==> config.mk <==
export PLATFORM = sky130hd
export DESIGN_NAME = bax_byte_alu
export DESIGN_NICKNAME = d
export VERILOG_FILES = /design/src/logic/bax_pkg.sv /design/src/logic/bax_res_if.sv /design/src/logic/bax_result_unit.sv /design/src/logic/bax_byte_alu.sv
export SDC_FILE = /design/constraint.sdc
export NUM_CORES = 1
export LEC_CHECK = 0
export BUFFER_PORTS_ARGS = -buffer_cell sky130_fd_sc_hd__buf_2
export CORE_UTILIZATION = 53
export CTS_BUF_LIST = sky130_fd_sc_hd__clkbuf_8
export DETAILED_ROUTE_END_ITERATION = 7
export PLACE_DENSITY_LB_ADDON = 0.08
export SYNTH_ARGS = -nofsm -noshare
export SYNTH_HDL_FRONTEND = slang
export SYNTH_HIERARCHICAL = 1
export SYNTH_SLANG_ARGS = --single-unit
==> constraint.sdc <==
create_clock -name mclk -period 3.25 [get_ports mclk]
set_clock_uncertainty 0.1 [all_clocks]
set_input_delay 0.4875 -clock mclk [delete_from_list [all_inputs] [get_ports mclk]]
set_output_delay 0.4875 -clock mclk [all_outputs]
set_load 0.005 [all_outputs]
==> src/logic/bax_pkg.sv <==
/*
 * bax_pkg: shared constants and types for the byte alu slice.
 * assumes a single core clock; included by the alu top and its carrier.
 */
package bax_pkg;
    localparam int unsigned BAX_DATA_W    = 8;
    localparam int unsigned BAX_ADDR_W    = 7;
    localparam logic [6:0]  BAX_ADDR_MAX  = 7'h7f;
    localparam logic        BAX_DEST_ACC  = 1'b0;
    localparam logic        BAX_DEST_FILE = 1'b1;
    localparam logic [7:0]  BAX_ACC_RST   = 8'h00;
    localparam logic        BAX_FLAG_RST  = 1'b0;
    localparam int unsigned BAX_LO_HI     = 3;
    localparam int unsigned BAX_HI_LO     = 4;
    localparam int unsigned BAX_LATENCY   = 1;

    typedef enum logic [1:0]
    {
        BAX_OP_SUB_FILE,
        BAX_OP_XOR_FILE,
        BAX_OP_SWAP_FILE,
        BAX_OP_XOR_LIT
    } bax_op_t;
endpackage

==> src/logic/bax_res_if.sv <==
/*
 * bax_res_if: carrier between the combinational result unit and the top.
 * assumes both ends sit on the same core clock.
 */
`timescale 1ns/100ps
interface bax_res_if;
    import bax_pkg::*;
    bax_op_t    op;
    logic [7:0] acc;
    logic [7:0] opnd;
    logic [7:0] result;
    logic       borrow_n;
    logic       nib_borrow_n;
    logic       zero;

    modport unit
    (
        input  op,
        input  acc,
        input  opnd,
        output result,
        output borrow_n,
        output nib_borrow_n,
        output zero
    );
    modport top
    (
        output op,
        output acc,
        output opnd,
        input  result,
        input  borrow_n,
        input  nib_borrow_n,
        input  zero
    );
endinterface

==> src/logic/bax_result_unit.sv <==
/*
 * bax_result_unit: combinational result and flag terms for one operation.
 * assumes operands are stable for the whole cycle they are presented.
 */
`timescale 1ns/100ps
module bax_result_unit
    import bax_pkg::*;
(
    bax_res_if.unit r
);
    logic [8:0] diff;
    logic [4:0] nib_diff;

    always_comb
    begin
        diff     = {1'b0, r.opnd} - {1'b0, r.acc};
        nib_diff = {1'b0, r.opnd[BAX_LO_HI:0]} - {1'b0, r.acc[BAX_LO_HI:0]};
        case (r.op)
            BAX_OP_SUB_FILE:  r.result = diff[7:0];
            BAX_OP_XOR_FILE:  r.result = r.acc ^ r.opnd;
            BAX_OP_SWAP_FILE: r.result = {r.opnd[BAX_LO_HI:0], r.opnd[7:BAX_HI_LO]};
            BAX_OP_XOR_LIT:   r.result = r.acc ^ r.opnd;
            default:          r.result = 8'h00;
        endcase
        r.borrow_n     = ~diff[8];
        r.nib_borrow_n = ~nib_diff[4];
        r.zero         = (r.result == 8'h00);
    end
endmodule

==> src/logic/bax_byte_alu.sv <==
/*
 * bax_byte_alu: byte alu slice with accumulator, borrow, nibble borrow and zero.
 * assumes the decoder issues one op per start pulse and the register file
 * supplies the addressed byte and takes file_wr_en / file_wr_addr / file_wr_data.
 */
`timescale 1ns/100ps
module bax_byte_alu
    import bax_pkg::*;
(
    input  wire logic       mclk,
    input  wire logic       resetn,
    input  wire logic       start,
    input  wire bax_op_t    op,
    input  wire logic       dest,
    input  wire logic [6:0] file_addr,
    input  wire logic [7:0] file_data,
    input  wire logic [7:0] literal,
    output logic [7:0]      acc_reg,
    output logic            borrow_flag_reg,
    output logic            nibble_borrow_flag_reg,
    output logic            zero_flag_reg,
    output logic            file_wr_en_reg,
    output logic [6:0]      file_wr_addr_reg,
    output logic [7:0]      file_wr_data_reg,
    output logic            done_reg
);
    bax_res_if r ();

    logic to_file;

    assign r.op   = op;
    assign r.acc  = acc_reg;
    // one operand mux: the literal replaces the file byte only for the literal op
    assign r.opnd = (op == BAX_OP_XOR_LIT) ? literal : file_data;

    bax_result_unit u_unit
    (
        .r (r.unit)
    );

    // destination select; literal op always targets acc
    assign to_file = (op != BAX_OP_XOR_LIT) && (dest == BAX_DEST_FILE);

    always_ff @(posedge mclk or negedge resetn)
    begin
        if (!resetn)
            acc_reg <= BAX_ACC_RST;
        else if (start && !to_file)
            acc_reg <= r.result;
    end

    always_ff @(posedge mclk or negedge resetn)
    begin
        if (!resetn)
        begin
            file_wr_en_reg   <= 1'b0;
            file_wr_addr_reg <= 7'h00;
            file_wr_data_reg <= 8'h00;
        end
        else
        begin
            file_wr_en_reg <= start && to_file;
            if (start && to_file)
            begin
                file_wr_addr_reg <= file_addr;
                file_wr_data_reg <= r.result;
            end
        end
    end

    always_ff @(posedge mclk or negedge resetn)
    begin
        if (!resetn)
        begin
            borrow_flag_reg        <= BAX_FLAG_RST;
            nibble_borrow_flag_reg <= BAX_FLAG_RST;
        end
        else if (start && op == BAX_OP_SUB_FILE)
        begin
            borrow_flag_reg        <= r.borrow_n;
            nibble_borrow_flag_reg <= r.nib_borrow_n;
        end
    end

    // zero follows the result even when it lands in the file, not the accumulator
    // zero flag, untouched by swap
    always_ff @(posedge mclk or negedge resetn)
    begin
        if (!resetn)
            zero_flag_reg <= BAX_FLAG_RST;
        else if (start && op != BAX_OP_SWAP_FILE)
            zero_flag_reg <= r.zero;
    end

    // done marks the edge at which every result of the op is visible
    always_ff @(posedge mclk or negedge resetn)
    begin
        if (!resetn)
            done_reg <= 1'b0;
        else
            done_reg <= start;
    end

    AST_SUB_VALUE: assert property (@(posedge mclk) disable iff (!resetn)
        start && op == BAX_OP_SUB_FILE && dest == BAX_DEST_ACC
        |=> acc_reg == 8'($past(file_data) - $past(acc_reg)))
        else $error("subtract result wrong");
    AST_DEST_FILE: assert property (@(posedge mclk) disable iff (!resetn)
        start && op != BAX_OP_XOR_LIT && dest == BAX_DEST_FILE
        |=> file_wr_en_reg && $stable(acc_reg) && file_wr_addr_reg == $past(file_addr))
        else $error("file destination not honoured");
    AST_BORROW: assert property (@(posedge mclk) disable iff (!resetn)
        start && op == BAX_OP_SUB_FILE
        |=> borrow_flag_reg == ($past(acc_reg) <= $past(file_data))
            && nibble_borrow_flag_reg == ($past(acc_reg[3:0]) <= $past(file_data[3:0])))
        else $error("borrow flags wrong");
    AST_XOR_FILE: assert property (@(posedge mclk) disable iff (!resetn)
        start && op == BAX_OP_XOR_FILE
        |=> $stable(borrow_flag_reg) && $stable(nibble_borrow_flag_reg)
            && (file_wr_en_reg ? file_wr_data_reg : acc_reg)
               == ($past(acc_reg) ^ $past(file_data)))
        else $error("xor with file wrong");
    AST_SWAP: assert property (@(posedge mclk) disable iff (!resetn)
        start && op == BAX_OP_SWAP_FILE
        |=> $stable(zero_flag_reg) && $stable(borrow_flag_reg)
            && (file_wr_en_reg ? file_wr_data_reg : acc_reg)
               == {$past(file_data[3:0]), $past(file_data[7:4])})
        else $error("swap result or flags wrong");
    AST_XOR_LIT: assert property (@(posedge mclk) disable iff (!resetn)
        start && op == BAX_OP_XOR_LIT
        |=> !file_wr_en_reg && acc_reg == ($past(acc_reg) ^ $past(literal)))
        else $error("xor literal wrong");
    AST_ZERO: assert property (@(posedge mclk) disable iff (!resetn)
        start && op != BAX_OP_SWAP_FILE
        |=> zero_flag_reg == ((file_wr_en_reg ? file_wr_data_reg : acc_reg) == 8'h00))
        else $error("zero flag wrong");
    AST_DONE: assert property (@(posedge mclk) disable iff (!resetn)
        start |=> done_reg ##1 (done_reg == $past(start)))
        else $error("done pulse wrong");

    // every result check compares against inputs registered one edge back, so a
    // back-to-back op is judged against the accumulator left by the one before
    // acc holds idle
    AST_ACC_IDLE: assert property (@(posedge mclk) disable iff (!resetn)
        !start
        |=> $stable(acc_reg))
        else $error("accumulator changed without an op");
    AST_WR_IDLE: assert property (@(posedge mclk) disable iff (!resetn)
        !start
        |=> !file_wr_en_reg && $stable(file_wr_addr_reg)
            && $stable(file_wr_data_reg))
        else $error("file write without an op");
    AST_DEST_ACC: assert property (@(posedge mclk) disable iff (!resetn)
        start && dest == BAX_DEST_ACC
        |=> !file_wr_en_reg)
        else $error("file written for accumulator destination");
    AST_FLAGS_IDLE: assert property (@(posedge mclk) disable iff (!resetn)
        !start
        |=> $stable(borrow_flag_reg) && $stable(nibble_borrow_flag_reg)
            && $stable(zero_flag_reg))
        else $error("flags changed without an op");
    AST_SUB_WR_DATA: assert property (@(posedge mclk) disable iff (!resetn)
        start && op == BAX_OP_SUB_FILE && dest == BAX_DEST_FILE
        |=> $stable(acc_reg)
            && file_wr_data_reg == 8'($past(file_data) - $past(acc_reg)))
        else $error("subtract into file wrong");
    AST_SUB_ZERO: assert property (@(posedge mclk) disable iff (!resetn)
        start && op == BAX_OP_SUB_FILE
        |=> zero_flag_reg == (8'($past(file_data) - $past(acc_reg)) == 8'h00))
        else $error("zero flag after subtract wrong");
    AST_XOR_FILE_ZERO: assert property (@(posedge mclk) disable iff (!resetn)
        start && op == BAX_OP_XOR_FILE
        |=> zero_flag_reg == (($past(acc_reg) ^ $past(file_data)) == 8'h00))
        else $error("zero flag after xor with file wrong");
    AST_XOR_FILE_WR: assert property (@(posedge mclk) disable iff (!resetn)
        start && op == BAX_OP_XOR_FILE && dest == BAX_DEST_FILE
        |=> $stable(acc_reg) && file_wr_addr_reg == $past(file_addr)
            && file_wr_data_reg == ($past(acc_reg) ^ $past(file_data)))
        else $error("xor into file wrong");
    AST_XOR_LIT_FLAGS: assert property (@(posedge mclk) disable iff (!resetn)
        start && op == BAX_OP_XOR_LIT
        |=> $stable(borrow_flag_reg) && $stable(nibble_borrow_flag_reg)
            && zero_flag_reg == (($past(acc_reg) ^ $past(literal)) == 8'h00))
        else $error("flags after xor literal wrong");
    AST_SWAP_NIB: assert property (@(posedge mclk) disable iff (!resetn)
        start && op == BAX_OP_SWAP_FILE
        |=> $stable(nibble_borrow_flag_reg))
        else $error("swap changed nibble borrow");
    AST_SWAP_ACC: assert property (@(posedge mclk) disable iff (!resetn)
        start && op == BAX_OP_SWAP_FILE && dest == BAX_DEST_ACC
        |=> !file_wr_en_reg
            && acc_reg == {$past(file_data[3:0]), $past(file_data[7:4])})
        else $error("swap into accumulator wrong");
    AST_DONE_IDLE: assert property (@(posedge mclk) disable iff (!resetn)
        !start
        |=> !done_reg)
        else $error("done without an op");
endmodule

==> run_results.csv <==
group,metric,value,unit
run_status,status,"completed",
yosys,yosysTopAreaCell,"dfrtp_1",
yosys,syn_area,1810,sq um
yosys,yosysSeqAreaShare,0.3870,
yosys,postSynthAreaPerCell,11.32,sq um
placement,placed_area,2165,sq um
floorplan,die_area,3654,sq um
worst_setup_path,crit_end,"zero_flag_reg",
yosys,synth_top_area_share,0.3870,
clock_network,clk_latency,0.27,ns
yosys,yosysWarnings,6,
layout,drive_above_1_share,0.5089,
clock_network,ctsResizeCount,0,
clock_network,clkTransAtPathRegs,0.09,ns
worst_setup_path,end_kind,"register",
routing,final_antenna_net_count,0,
clock_network,cts_tree,"built",
global_routing,grt_pass1_wl,6513,um
pwr,p_per_area,766.4,nW/um^2
worst_setup_path,ff2ff_path_depth,9,
floorplan,die-width,60.45,um
sta,final_max_slew_viol_count,0,
worst_setup_path,r2r_setup_slack,0.60,ns
clock_network,cts_setup_buffers,0,
layout,post-route-cell-area,2206,sq um
sta,timing.final.crit_share,0.9334,
yosys,synthMuxAreaShare,0.2336,
floorplan,die_y,60.45,um
global_routing,track_usage,0.2391,
sta,maxSlewHeadroom,0.6017,
sta,hold_viol_final,0,
routing,drt-initial-drc-count,112,
worst_setup_path,cp.required,3.37,ns
yosys,synth_xor_area_frac,0,
yosys,synth-simple-area-share,0.09468,
clock_network,holdBufCountCts,0,
yosys,synth_nets,198,
layout,syn2layout_area_growth,21.84,%
clock_network,cts.htree.levels,1,
routing,dr.max_layer_used,"met4",
routing,drt-met1-wl,1728,um
floorplan,io_pins,57,
layout,layout.nets,264,
floorplan,rows,20,
yosys,synth_top_family_by_area,"multiplexers",
floorplan,core_area,3153,sq um
routing,dr.pass1.iters,4,
yosys,synth_area_leaders,"dfrtp_1 (39%), mux2_2 (16%), mux2_4 (6.6%), ha_1 (5.5%), inv_1 (3.3%)",
sta,rsz0062_at_grt,"no",
routing,routed_wl,3971,um
placement,portBuffers,56,
worst_setup_path,critPathKind,"input pin to register",
yosys,postSynthCellCount,160,
pwr,max-vdd-ir-drop,0.4944,mV
worst_setup_path,worstPathArrival,3.15,ns
job,max_cap_viol_count,0,
placement,dp_hpwl,3184,um
worst_setup_path,setup.worst_path.start_class,"input pin",
clock_network,cts_root_buffer,"clkbuf_8",
yosys,synth.distinct_cells,43,
worst_setup_path,startpoint,"op[0]",
sta,setup_viol,0,
sta,tightest_slew,0.5974,ns
routing,drc,0,
worst_hold_path,hold_class,"input pin to async pin",
clock_network,clk_path_buf_depth,2,
pwr,leakage,1.107,nW
worst_setup_path,r2r-end,"zero_flag_reg",
routing,wl_met3,254,um
routing,vias,1484,
yosys,synth_edf_count,0,
clock_network,numCtsBuffers,3,
layout,layout.cells.non_filler,268,
yosys,synthAdderAreaFrac,0.06634,
yosys,synthArstFlopShare,1.000,
routing,routed-wl-met2,1925,um
sta,period_minus_slack,3.034,ns
worst_setup_path,critPathMaxFanout,3,
yosys,synth_compound_area_frac,0.1500,
routing,vias_per_cell,5.537,
global_routing,globalRouteOverflowTotal,0,
layout,diodes,0,
yosys,synth_seq_cells,28,
worst_setup_path,rr_startpoint,"acc_reg[0]",
clock_network,clkSinkCount,28,
floorplan,start_util,0.5742,
placement,gp_congestion,0.8121,
routing,detail_route.wl_per_cell,14.82,um
global_routing,antenna_found_initial,0,
global_routing,grt_pass1_vias,1438,
yosys,synthFlopType,"dfrtp_1",
sta,fmax,0.3296,GHz
placement,dpl.cell_count,265,
global_routing,grt_max_degree,29,
## power breakdown
group	switching, mW	internal, mW
sequential	0.0833	0.479
clock	0.0956	0.0831
combinational	0.450	0.500
total	0.629	1.06
## synth_stat cells (all sizes together), types with 2 or more instances
library cell	instances
nand2	4
a21o	3
buf	5
inv	16
a21oi	10
nor2	4
o21ai	8
nor2b	3
nand2b	2
a2bb2oi	2
a211oi	3
mux2	34
nand3	3
ha	8
o211ai	3
or4	2
dfrtp	28
a311oi	2
## worst max-delay path, stage by stage
cell	delay [ns]
buf_2	0.12
nand2_4	0.07
mux2_2	0.33
inv_1	0.06
ha_1	0.16
inv_1	0.06
fa_1	0.39
a21o_2	0.23
a211oi_2	0.21
a311oi_1	0.08
or4_1	0.55
nor4_2	0.22
mux2_2	0.18
## final cells by class
| class | count | area [sq um] |
|---|---|---|
| Sequential cell | 28 | 700.7 |
| Tap cell | 44 | 55.05 |
| Multi-Input combinational cell | 110 | 985.9 |
| Fill cell | 253 | 947.2 |
| Clock buffer | 3 | 41.29 |
| Timing Repair Buffer | 67 | 362.8 |
| Inverter | 16 | 60.06 |
## metal layers
layer  global-route usage  vias up
met5                    0        -
met4              0.09091        0
met3              0.03838        7
met2               0.3987       57
met1               0.3149      705
li1                     -      715
## worst min path at each step
stage | end | slack (ns) | depth (start not counted)
2_1_floorplan | acc_reg[0] | 0.09 | 0
3_3_place_gp | file_wr_data_reg[7] | 0.38 | 1
3_5_place_dp | file_wr_data_reg[3] | 0.39 | 1
4_1_cts | zero_flag_reg | 0.13 | 1
5_1_grt | zero_flag_reg | 0.17 | 1
6_report | zero_flag_reg | 0.12 | 1
## through the flow
stage / hold slack, ns / TNS [ns] / setup slack [ns] / utilization / power (mW)
3_5_place_dp: 0.3902 / -0.05299 / -0.05299 / 0.6865 / 1.511
2_1_floorplan: 0.09191 / 0 / 0.1163 / - / 1.179
4_1_cts: 0.1300 / 0 / 0.2391 / 0.6996 / 1.697
5_1_grt: 0.1662 / 0 / 0.07440 / 0.6996 / 1.818
3_3_place_gp: 0.3838 / 0 / 0.01232 / 0.6865 / 1.488
6_report: 0.1172 / 0 / 0.2164 / 0.6996 / 1.691
## cell usage in the layout (no fill, tap or decap), types with 2 or more instances in the layout
cell type  netlist  routed
buf_2            1      56
dfrtp_1         28      28
mux2_2          26      26
inv_1           16      16
buf_4            0      11
a21oi_1         10      10
mux2_4           8       8
o21ai_0          8       8
ha_1             8       8
nor2_1           4       4
clkbuf_8         1       3
nor2b_1          3       3
o211ai_1         3       3
nand2_1          3       3
a21o_2           3       3
nand2b_1         2       2
or4_1            2       2
nand3_1          2       2
a2bb2oi_1        2       2
a311oi_1         2       2
a211oi_1         2       2
## cell families after synthesis
group,count (synthesis)
compound gates,39
mux,35
flops,28
simple gates,27
buf+inv,22
fa+ha+maj,9
Power figures use the tool's default switching activity.
